## src/ptr_pkg.sv

```systemverilog
package ptr_pkg;
	// control mode digit value that enables the pulse-train position path
	localparam logic [3:0] PTR_MODE_PULSE = 4'h1;
	// pulse form digit values
	localparam logic [3:0] PTR_FORM_STEP_DIR = 4'h0;
	localparam logic [3:0] PTR_FORM_FWD_REV = 4'h1;
	localparam logic [3:0] PTR_FORM_QUAD_X1 = 4'h2;
	localparam logic [3:0] PTR_FORM_QUAD_X2 = 4'h3;
	localparam logic [3:0] PTR_FORM_QUAD_X4 = 4'h4;
	// clear mode digit values
	localparam logic [1:0] PTR_CLR_SOFF = 2'h0;
	localparam logic [1:0] PTR_CLR_NEVER = 2'h1;
	localparam logic [1:0] PTR_CLR_SOFF_OT = 2'h2;
	// inversion digit bits
	localparam int PTR_INV_DIR_BIT = 0;
	localparam int PTR_INV_STEP_BIT = 1;
	// filter digit values and accepted rates in kHz
	localparam logic [1:0] PTR_FILT_FAST = 2'h0;
	localparam logic [1:0] PTR_FILT_MID = 2'h1;
	localparam logic [1:0] PTR_FILT_SLOW = 2'h2;
	localparam int PTR_CLK_KHZ = 10000;
	localparam int PTR_RATE_FAST_KHZ = 4000;
	localparam int PTR_RATE_MID_KHZ = 650;
	localparam int PTR_RATE_SLOW_KHZ = 150;
	// a level must stand for half a period of the highest accepted rate (round down, at least one)
	localparam int PTR_FILT_FAST_CYC = (PTR_CLK_KHZ / (2 * PTR_RATE_FAST_KHZ)) < 1 ? 1 :
		PTR_CLK_KHZ / (2 * PTR_RATE_FAST_KHZ);
	localparam int PTR_FILT_MID_CYC = PTR_CLK_KHZ / (2 * PTR_RATE_MID_KHZ);
	localparam int PTR_FILT_SLOW_CYC = PTR_CLK_KHZ / (2 * PTR_RATE_SLOW_KHZ);
	localparam int PTR_FILT_W = 6;
	// host limits in kpps
	localparam int PTR_HOST_MAX_KPPS = 500;
	localparam int PTR_HOST_X2_KPPS = 400;
	localparam int PTR_HOST_OC_KPPS = 200;
	// host half period at 500kpps: 1000 ns, 10 cycles of 100 ns
	localparam int PTR_CLK_NS = 100;
	localparam int PTR_HALF_NS = 1000000 / (2 * PTR_HOST_MAX_KPPS);
	localparam int PTR_HALF_CYC = PTR_HALF_NS / PTR_CLK_NS;
	// gear limits
	localparam int PTR_GEAR_W = 16;
	localparam logic [15:0] PTR_GEAR_DEFAULT = 16'h0001;
	localparam int PTR_ERR_W = 32;
endpackage : ptr_pkg

```

## src/ptr_link_if.sv

```systemverilog
`timescale 1ns/10ps
// pulse-train link between host controller and drive
interface ptr_link_if;
	logic step; // pulse line, also phase A or forward line
	logic dir; // sign line, also phase B or reverse line
	logic error_counter_clear_n;
	modport host_end (output step, output dir, output error_counter_clear_n);
	modport drive_end (input step, input dir, input error_counter_clear_n);
endinterface : ptr_link_if

```

## src/ptr_drive.sv

```systemverilog
`timescale 1ns/10ps
//Operation
//- path runs only in pulse-train position mode
//- filter digit sets accepted pulse rate
//- step counts; direction high forward, low reverse
//- forward/reverse lines count up/down separately
//- quadrature: B leading A is forward
//- quadrature digits 2,3,4 give x1,x2,x4
//- host stays within 500kpps, 200kpps open-collector
//- host quadrature limits 500/400/200kpps by multiplier
//- inversion digit flips step and/or direction
//- clear input low holds counter zero, loop off
//- clear mode: servo-off, never, servo-off/overtravel; here the third clears nothing while zero_clamp is high
//- gear numerator/denominator latched at restart
//- configurer keeps gear ratio within 0.01..100
//- configurer picks stronger filter on noise
module ptr_drive
	import ptr_pkg::*;
#(
	parameter int ERR_W = PTR_ERR_W
)
(
	input wire logic sys_clk,
	input wire logic rst_n,
	ptr_link_if.drive_end link,
	input wire logic [3:0] control_mode_param,
	input wire logic [3:0] pulse_form_param,
	input wire logic [1:0] pulse_invert_param,
	input wire logic [1:0] clear_mode_param,
	input wire logic [1:0] input_filter_param,
	input wire logic [15:0] gear_numerator,
	input wire logic [15:0] gear_denominator,
	input wire logic servo_on,
	input wire logic overtravel,
	input wire logic zero_clamp,
	input wire logic fb_pulse,
	input wire logic fb_dir,
	output logic signed [ERR_W-1:0] position_error,
	output logic position_loop_enable,
	output logic ref_pulse
);
	logic [1:0] step_sync_r, dir_sync_r, clr_sync_r;
	logic [1:0] filt_r; // filtered step (0) and direction (1)
	logic [1:0] filt_d_r;
	logic [PTR_FILT_W-1:0] fcnt_r [2];
	logic [PTR_FILT_W-1:0] flimit;
	logic [15:0] num_r, den_r;
	logic started_r;
	logic signed [2:0] ref_cnt;
	logic path_on;
	logic clr_mode_hit;
	logic a_rise, a_fall, b_rise, b_fall;

	// two flops on every pin before anything looks at it
	always_ff @(posedge sys_clk or negedge rst_n)
	begin
		if (!rst_n)
		begin
			step_sync_r <= 2'h0;
			dir_sync_r <= 2'h0;
			clr_sync_r <= 2'h3;
		end
		else
		begin
			step_sync_r <= {step_sync_r[0], link.step};
			dir_sync_r <= {dir_sync_r[0], link.dir};
			clr_sync_r <= {clr_sync_r[0], link.error_counter_clear_n};
		end
	end

	// glitch window chosen by filter digit; unknown digits fall back to slowest, the safe side
	always_comb
	begin
		unique case (input_filter_param)
			PTR_FILT_FAST: flimit = PTR_FILT_W'(PTR_FILT_FAST_CYC);
			PTR_FILT_MID: flimit = PTR_FILT_W'(PTR_FILT_MID_CYC);
			default: flimit = PTR_FILT_W'(PTR_FILT_SLOW_CYC);
		endcase
	end

	// a new level is accepted only once stable for the window; shorter glitches die here
	generate
		for (genvar i = 0; i < 2; i++)
		begin : g_filt
			logic raw;
			assign raw = (i == 0) ? (step_sync_r[1] ^ pulse_invert_param[PTR_INV_STEP_BIT]) :
				(dir_sync_r[1] ^ pulse_invert_param[PTR_INV_DIR_BIT]);
			always_ff @(posedge sys_clk or negedge rst_n)
			begin
				if (!rst_n)
				begin
					fcnt_r[i] <= '0;
					filt_r[i] <= 1'b0;
				end
				else if (raw == filt_r[i])
					fcnt_r[i] <= '0;
				else if (fcnt_r[i] + 1'b1 >= flimit)
				begin
					fcnt_r[i] <= '0;
					filt_r[i] <= raw;
				end
				else
					fcnt_r[i] <= fcnt_r[i] + 1'b1;
			end
		end
	endgenerate

	// previous filtered levels for edge detection
	always_ff @(posedge sys_clk or negedge rst_n)
	begin
		if (!rst_n)
			filt_d_r <= 2'h0;
		else
			filt_d_r <= filt_r;
	end

	assign a_rise = filt_r[0] & ~filt_d_r[0];
	assign a_fall = ~filt_r[0] & filt_d_r[0];
	assign b_rise = filt_r[1] & ~filt_d_r[1];
	assign b_fall = ~filt_r[1] & filt_d_r[1];
	assign path_on = (control_mode_param == PTR_MODE_PULSE);

	// decode the selected pulse form into a signed count of -1, 0 or +1
	always_comb
	begin
		ref_cnt = 3'sd0;
		if (path_on)
		begin
			unique case (pulse_form_param)
				PTR_FORM_STEP_DIR:
					if (a_rise)
						ref_cnt = filt_r[1] ? 3'sd1 : -3'sd1;
				PTR_FORM_FWD_REV:
					ref_cnt = (a_rise ? 3'sd1 : 3'sd0) - (b_rise ? 3'sd1 : 3'sd0);
				PTR_FORM_QUAD_X1:
					if (a_rise)
						ref_cnt = filt_r[1] ? 3'sd1 : -3'sd1;
				PTR_FORM_QUAD_X2:
					if (a_rise | a_fall)
						ref_cnt = (filt_r[0] ^ filt_r[1]) ? -3'sd1 : 3'sd1;
				PTR_FORM_QUAD_X4:
					if (a_rise | a_fall)
						ref_cnt = (filt_r[0] ^ filt_r[1]) ? -3'sd1 : 3'sd1;
					else if (b_rise | b_fall)
						ref_cnt = (filt_r[0] ^ filt_r[1]) ? 3'sd1 : -3'sd1;
				default: ref_cnt = 3'sd0;
			endcase
		end
	end

	// gear values are caught once after reset release, so later changes need a restart
	always_ff @(posedge sys_clk or negedge rst_n)
	begin
		if (!rst_n)
		begin
			started_r <= 1'b0;
			num_r <= PTR_GEAR_DEFAULT;
			den_r <= PTR_GEAR_DEFAULT;
		end
		else if (!started_r)
		begin
			started_r <= 1'b1;
			num_r <= (gear_numerator == 16'h0) ? PTR_GEAR_DEFAULT : gear_numerator;
			den_r <= (gear_denominator == 16'h0) ? PTR_GEAR_DEFAULT : gear_denominator;
		end
	end

	// fractional scaler: add numerator per reference, emit whole units per denominator;
	// output is at most one whole unit per cycle; any excess waits in the remainder for later cycles
	logic signed [ERR_W-1:0] scaled;
	// exact scaling by multiply then divide would need a divider; use num*count here
	// and carry the division in the remainder below
	logic signed [ERR_W+PTR_GEAR_W-1:0] frac_r, frac_nxt;
	logic signed [ERR_W-1:0] whole;
	always_comb
	begin
		frac_nxt = frac_r + (ERR_W+PTR_GEAR_W)'(ref_cnt) * $signed({1'b0, num_r});
		whole = '0;
		if (frac_nxt >= $signed({1'b0, den_r}))
			whole = ERR_W'(1);
		else if (frac_nxt <= -$signed({1'b0, den_r}))
			whole = -ERR_W'(1);
		scaled = whole;
	end

	// remainder keeps the untaken part so no fraction of a reference is lost
	always_ff @(posedge sys_clk or negedge rst_n)
	begin
		if (!rst_n)
			frac_r <= '0;
		else if (!clr_sync_r[1])
			frac_r <= '0;
		else
			frac_r <= frac_nxt - (ERR_W+PTR_GEAR_W)'(whole) * $signed({1'b0, den_r});
	end

	// clear events chosen by the clear mode
	always_comb
	begin
		unique case (clear_mode_param)
			PTR_CLR_SOFF: clr_mode_hit = ~servo_on;
			PTR_CLR_NEVER: clr_mode_hit = 1'b0;
			PTR_CLR_SOFF_OT: clr_mode_hit = (~servo_on | overtravel) & ~zero_clamp;
			default: clr_mode_hit = 1'b0;
		endcase
	end

	// error counter: clear wins over counting
	always_ff @(posedge sys_clk or negedge rst_n)
	begin
		if (!rst_n)
		begin
			position_error <= '0;
			position_loop_enable <= 1'b0;
			ref_pulse <= 1'b0;
		end
		else
		begin
			ref_pulse <= (ref_cnt != 3'sd0);
			position_loop_enable <= clr_sync_r[1] & path_on;
			if (!clr_sync_r[1] || clr_mode_hit)
				position_error <= '0;
			else
				position_error <= position_error + scaled -
					(fb_pulse ? (fb_dir ? ERR_W'(1) : -ERR_W'(1)) : ERR_W'(0));
		end
	end
endmodule : ptr_drive

```

## src/flat_wrapper.sv

```systemverilog
// flat-port wrapper written by rule: the top's interface ports become plain ports
module ptr_drive_flat import ptr_pkg::*;
#(
	parameter int ERR_W = PTR_ERR_W
)
  (sys_clk, rst_n, control_mode_param, pulse_form_param, pulse_invert_param, clear_mode_param, input_filter_param, gear_numerator, gear_denominator, servo_on, overtravel, zero_clamp, fb_pulse, fb_dir, position_error, position_loop_enable, ref_pulse, link_step, link_dir, link_error_counter_clear_n);
  ptr_link_if link_i ();
  input wire logic sys_clk;
  input wire logic rst_n;
  input wire logic [3:0] control_mode_param;
  input wire logic [3:0] pulse_form_param;
  input wire logic [1:0] pulse_invert_param;
  input wire logic [1:0] clear_mode_param;
  input wire logic [1:0] input_filter_param;
  input wire logic [15:0] gear_numerator;
  input wire logic [15:0] gear_denominator;
  input wire logic servo_on;
  input wire logic overtravel;
  input wire logic zero_clamp;
  input wire logic fb_pulse;
  input wire logic fb_dir;
  output logic signed [ERR_W-1:0] position_error;
  output logic position_loop_enable;
  output logic ref_pulse;
  input wire logic [$bits(link_i.step)-1:0] link_step;
  input wire logic [$bits(link_i.dir)-1:0] link_dir;
  input wire logic [$bits(link_i.error_counter_clear_n)-1:0] link_error_counter_clear_n;
  assign link_i.step = link_step;
  assign link_i.dir = link_dir;
  assign link_i.error_counter_clear_n = link_error_counter_clear_n;
  ptr_drive #(.ERR_W(ERR_W)) u_core (.sys_clk(sys_clk), .rst_n(rst_n), .link(link_i), .control_mode_param(control_mode_param), .pulse_form_param(pulse_form_param), .pulse_invert_param(pulse_invert_param), .clear_mode_param(clear_mode_param), .input_filter_param(input_filter_param), .gear_numerator(gear_numerator), .gear_denominator(gear_denominator), .servo_on(servo_on), .overtravel(overtravel), .zero_clamp(zero_clamp), .fb_pulse(fb_pulse), .fb_dir(fb_dir), .position_error(position_error), .position_loop_enable(position_loop_enable), .ref_pulse(ref_pulse));
endmodule
```

## config.mk

```make
export PLATFORM = sky130hd
export DESIGN_NAME = ptr_drive_flat
export DESIGN_NICKNAME = d
export VERILOG_FILES = /design/src/ptr_pkg.sv /design/src/ptr_link_if.sv /design/src/ptr_drive.sv /design/src/flat_wrapper.sv
export SDC_FILE = /design/constraint.sdc
export NUM_CORES = 1
export LEC_CHECK = 0
export BUFFER_PORTS_ARGS = -buffer_cell sky130_fd_sc_hd__buf_2
export CAP_MARGIN = 20
export CORE_AREA = 2 2 242 244
export DETAILED_ROUTE_END_ITERATION = 10
export DIE_AREA = 0 0 244 246
export HOLD_SLACK_MARGIN = 0.05
export SYNTH_ARGS = -nofsm -noshare
export SYNTH_HDL_FRONTEND = slang
export SYNTH_SLANG_ARGS = --single-unit
```

## constraint.sdc

```tcl
create_clock -name sys_clk -period 21.7 [get_ports sys_clk]
set_clock_uncertainty 0.15 [all_clocks]
set_input_delay 2.17 -clock sys_clk [delete_from_list [all_inputs] [get_ports sys_clk]]
set_output_delay 2.17 -clock sys_clk [all_outputs]
set_load 0.03 [all_outputs]
```

==> results of run 1 <==
-- registers in the layout (all words and copies together), names as in the netlist --
name                         cells
u_core.frac_r                   48
u_core.position_error           32
u_core.den_r                    16
u_core.num_r                    16
u_core.fcnt_r                   12
u_core.clr_sync_r                2
u_core.dir_sync_r                2
u_core.filt_d_r                  2
u_core.filt_r                    2
u_core.step_sync_r               2
u_core.position_loop_enable      1
u_core.ref_pulse                 1
u_core.started_r                 1
-- metal layers --
layer | wire, um | global-route usage (%) | part of all wire (%) | vias up
met5 | 0 | 0 | 0 | -
met4 | 1298 | 5.183 | 2.2 | 0
met3 | 2101 | 2.495 | 3.6 | 70
met2 | 28910 | 35.19 | 49 | 374
met1 | 26130 | 26.73 | 45 | 8738
li1 | - | - | - | 8608
-- final timing paths --
kind / slack [ns] / end / cells after the start
max: 1.60 / u_core.frac_r[46] / 65
min reg2reg: 0.20 / u_core.step_sync_r[1] / 0
max reg2reg: 2.64 / u_core.frac_r[46] / 65
max in group asynchronous: 18.42 / u_core.frac_r[39] / 2
min in group asynchronous: 1.59 / u_core.fcnt_r[9] / 1
min: 0.20 / u_core.step_sync_r[1] / 0
-- stage by stage --
step,util (%),instances
2_1_floorplan,-,2482
3_3_place_gp,41.01,3292
3_5_place_dp,41.06,3293
4_1_cts,42.08,3324
5_1_grt,42.08,3324
6_report,42.08,3324
-- final cells by class --
class	count	area (sq um)
Clock buffer	22	464.2
Clock inverter	9	122.6
Fill cell	5636	33230
Inverter	382	1434
Multi-Input combinational cell	1896	17080
Sequential cell	137	3433
Tap cell	765	957.2
Timing Repair Buffer	113	651.9
-- cell families (layout without fill, tap and decap cells) --
group	after synthesis	in the layout
XOR/XNOR	153	153
AO/OA/AOI/OAI	531	531
multiplexers	41	41
adder cells (fa/ha/maj)	530	530
AND/OR/NAND/NOR	640	640
other	1	1
buffers and inverters	449	526
flip-flops	137	137
-- critical path, delay by kind of cell --
kind | cells | cell delay, ns
XOR/XNOR | 2 | 0.64
AO/OA/AOI/OAI | 20 | 4.96
multiplexers | 1 | 0.19
adder cells (fa/ha/maj) | 13 | 5.94
AND/OR/NAND/NOR | 17 | 3.44
buffers and inverters | 12 | 2.92
-- layout by cell type, fill, tap and decap left out, types with 72 or more instances in the layout --
cell type	Yosys	final
a21o_1	72	72
a21oi_1	161	161
buf_2	6	88
dfrtp_1	133	133
fa_1	247	245
ha_1	282	282
inv_1	380	379
nand2_1	132	132
nor2_1	176	176
o21ai_0	81	81
xnor2_1	97	96
==> results.yml, run 1 <==
synthesis:
  synth_top_family_by_area: "adder cells"
  ys_seq_elements: 137
  synthMuxAreaShare_pct: 2.045
  yosysTopAreaCellShare_pct: 22.27
  synthSimpleGateAreaFrac_pct: 14.65
  synthTopCellsByCount: "380 x inv_1, 282 x ha_1, 247 x fa_1"
  synth.distinct_cells: 84
  synth_compound_area_share_pct: 15.76
  ys_seq_area_share_pct: 15.46
  synth-edff-count: 0
  ys_top_cells_by_area: "fa_1 22%, ha_1 16%, dfrtp_1 15%"
  synth-adder-area-share_pct: 38.20
  synth_top_area_cell: "fa_1"
  synthXorXnorAreaFrac_pct: 6.131
  synthesis.area_sq_um: 22210
  async_reset_ff_share_pct: 100.0
  yosysMostFrequentCell: "inv_1"
  syn_area_per_cell_sq_um: 8.946
  yosys_warnings: 0
  synthFlopType: "dfrtp_1"
  syn_nets: 3067
  netlist_instances: 2482
clock_tree:
  cts.sinks: 137
  cts.clk_slew.worst_paths_ns: 0.06
  cts_resized: 0
  root_buffer: "clkbuf_16"
  cts_setup_buffers: 0
  cts_tree: "yes"
  cts_buffer_depth: 2
  numCtsBuffers: 17
  insertion_delay_ns: 0.46
  cts_hold_buf: 0
  htreeDepth: 4
die:
  core_area_sq_um: 57370
  die_y_um: 246
  die_w_um: 244
  rows: 88
  start_util_pct: 38.71
  die-area_sq_um: 60020
  io_pins: 90
critical_path:
  critPathLaunch: "pulse_form_param[1]"
  critPathLaunchType: "input pin"
  slowest_delay_ns: 0.74
  critPathArrivalTime_ns: 20.34
  end_kind: "flip-flop"
  r2r_start: "u_core.filt_r[1]"
  criticalPathCategory: "in -> reg"
  slowest_stage: "fa_2"
  critPathMaxFanout: 29
  required_ns: 21.94
final_layout:
  syn_to_final_growth_pct: 8.706
  fin_area_sq_um: 24140
  antenna_cells: 0
  final_nets: 3132
  drive_above_1_share_pct: 8.988
timing:
  whs_ns: 0.1985
  slew_headroom_pct: 29.97
  rsz0062_at_grt: "no"
  tightest_slew_ns: 1.024
  final_max_slew_viol_count: 0
  tns_ns: 0
  fin_ws_ns: 1.595
  setup_viol_count_final: 0
  fmax_ghz: 0.04974
  finalCritPeriodShare_pct: 92.65
  period_minus_slack_ns: 20.10
  hold_viol_final: 0
min_path:
  hold_path_startpoint: "u_core.step_sync_r[0]"
  hold_path_class: "reg -> reg"
global_route:
  grt_start_max_net_pins: 77
  grt_pass1_vias: 18550
  grt_usage_pct: 20.27
  antenna_found_initial: 0
  grt_pass1_wl_um: 97660
  grt.overflow.total: 0
routing:
  post_drt_wl_per_cell_um: 17.58
  drcViolationCount: 0
  drt_wl_total_um: 58450
  vias: 17790
  viasPerCell: 5.352
  ant_nets: 0
  drt_iter0_drc: 1045
  first_pass_iters: 5
placement:
  dp_hpwl_um: 48440
  place_area_sq_um: 23550
  dp_worst_setup_slack_ns: 1.206
  port_buffers: 89
  place_congestion: 0.9308
run_status:
  outcome: "finished clean"
job:
  cap_violations: 0
Power of run 1 is left out: the tool's default activity adds up to more than one toggle a clock period on the data nets, which glitch-free logic cannot reach.
==> run 2, diff against run 1 <==
--- a/config.mk
+++ b/config.mk
@@ -12,4 +12,5 @@
 export DIE_AREA = 0 0 244 246
 export HOLD_SLACK_MARGIN = 0.05
+export SLEW_MARGIN = 10
 export SYNTH_ARGS = -nofsm -noshare
 export SYNTH_HDL_FRONTEND = slang
==> constraint.sdc (replaced) <==
create_clock -name sys_clk -period 21.7 [get_ports sys_clk]
set_clock_uncertainty 0.15 [all_clocks]
set_input_delay 3.255 -clock sys_clk [delete_from_list [all_inputs] [get_ports sys_clk]]
set_output_delay 3.255 -clock sys_clk [all_outputs]
set_load 0.03 [all_outputs]
==> results.yml, run 2 (same netlist as run 1, synthesis figures left out) <==
run_status:
  outcome: "finished clean"
final_layout:
  drive_above_1_share_pct: 9.332
  final_nets: 3133
  final_cell_mix: "376 x inv_1, 282 x ha_1, 245 x fa_1"
  syn_to_final_growth_pct: 9.156
  final_common_cell: "inv_1"
  top_regs: "u_core.frac_r x48, u_core.position_error x32"
  top_register: "u_core.frac_r"
  fill_cells: 5680
  largest_register_ffs: 48
  antenna_cells: 0
timing:
  rsz0062_at_grt: "no"
  tns_ns: 0
  period_minus_slack_ns: 20.27
  final_max_slew_viol_count: 0
  tightest_slew_ns: 0.9156
  fin_ws_ns: 1.435
  setup_viol_count_final: 0
  finalCritPeriodShare_pct: 93.39
  hold_viol_final: 0
  fmax_ghz: 0.04935
  slew_headroom_pct: 37.38
placement:
  dp_hpwl_um: 49080
  place_congestion: 0.9581
  port_buffers: 89
  dp_worst_setup_slack_ns: 0.3497
die:
  die-area_sq_um: 60020
  io_pins: 90
  die_y_um: 246
  core_area_sq_um: 57370
  start_util_pct: 38.71
  rows: 88
  die_w_um: 244
global_route:
  grt_usage_pct: 20.20
  grt_start_max_net_pins: 80
  grt_pass1_vias: 18070
  grt_pass1_wl_um: 96240
  grt.overflow.total: 0
  antenna_found_initial: 0
critical_path:
  setup.worst_path.end: "u_core.frac_r[44]"
  critPathLaunch: "pulse_form_param[1]"
  r2r-end: "u_core.frac_r[44]"
  end_kind: "flip-flop"
  r2r_start: "u_core.filt_r[1]"
  critPathLaunchType: "input pin"
  cpMostUsedCell: "fa_1"
  slowest_delay_ns: 0.65
  criticalPathCategory: "in -> reg"
  critPathMaxFanout: 29
  required_ns: 21.89
  r2r_cells: 66
  critPathArrivalTime_ns: 20.46
  reg2reg_setup_slack_ns: 3.58
  slowest_stage: "fa_1"
clock_tree:
  cts_hold_buf: 0
  numCtsBuffers: 17
  cts_tree: "yes"
  htreeDepth: 4
  root_buffer: "clkbuf_16"
  insertion_delay_ns: 0.46
  cts_buffer_depth: 2
  cts.clk_slew.worst_paths_ns: 0.06
  cts_resized: 0
  cts_setup_buffers: 0
  cts.sinks: 137
routing:
  drt_wl_total_um: 59250
  first_pass_iters: 5
  viasPerCell: 5.344
  drcViolationCount: 0
  post_drt_wl_per_cell_um: 17.81
  drt_iter0_drc: 1132
  vias: 17780
  ant_nets: 0
min_path:
  hold_path_class: "reg -> reg"
job:
  cap_violations: 0
## run 2: worst min-delay path by stage
stage                                 endpoint                  from  slack [ns]  cells past startpoint
after floorplan           u_core.dir_sync_r[1]  u_core.dir_sync_r[0]        0.18                      0
after detailed placement  u_core.clr_sync_r[1]  u_core.clr_sync_r[0]        0.20                      0
after global routing      u_core.clr_sync_r[1]  u_core.clr_sync_r[0]        0.21                      0
after CTS                 u_core.clr_sync_r[1]  u_core.clr_sync_r[0]        0.21                      0
final                     u_core.clr_sync_r[1]  u_core.clr_sync_r[0]        0.21                      0
after global placement    u_core.dir_sync_r[1]  u_core.dir_sync_r[0]        0.18                      0
## run 2: final cells by class
cell class | count | area [sq um] | area share (%)
multi-input combinational | 1896 | 17090 | 70.52
sequential | 137 | 3433 | 14.16
inverter | 382 | 1445 | 5.962
tap | 765 | 957.2 | 3.949
timing repair buffer | 114 | 646.9 | 2.669
clock buffer | 22 | 474.2 | 1.956
clock inverter | 10 | 188.9 | 0.7795
## run 2: routing by layer
layer  up-vias  GRT usage [%]  share of wire (%)
met5         -              0                  0
met4         0          5.039                2.3
met3        68          2.919                3.7
met2       326          34.81                 49
met1      8765          26.63                 45
li1       8616              -                  -
## run 2: through the flow
step,instances,utilization (%),instance area [sq um],hold WS (ns)
2_1_floorplan,2482,-,22210,0.1812
3_3_place_gp,3293,41.02,23530,0.1825
3_5_place_dp,3294,41.05,23550,0.1972
4_1_cts,3326,42.20,24210,0.2062
5_1_grt,3326,42.25,24240,0.2135
6_report,3326,42.25,24240,0.2056
## run 2: worst max-delay path, delay by kind of cell
| family | cells | cell delay [ns] |
|---|---|---|
| buffers and inverters | 13 | 2.21 |
| adder cells (fa/ha/maj) | 13 | 6.13 |
| AND/OR/NAND/NOR | 14 | 2.60 |
| XOR/XNOR | 2 | 0.61 |
| AO/OA/AOI/OAI | 24 | 5.57 |
Power of run 2 is left out for the same reason.
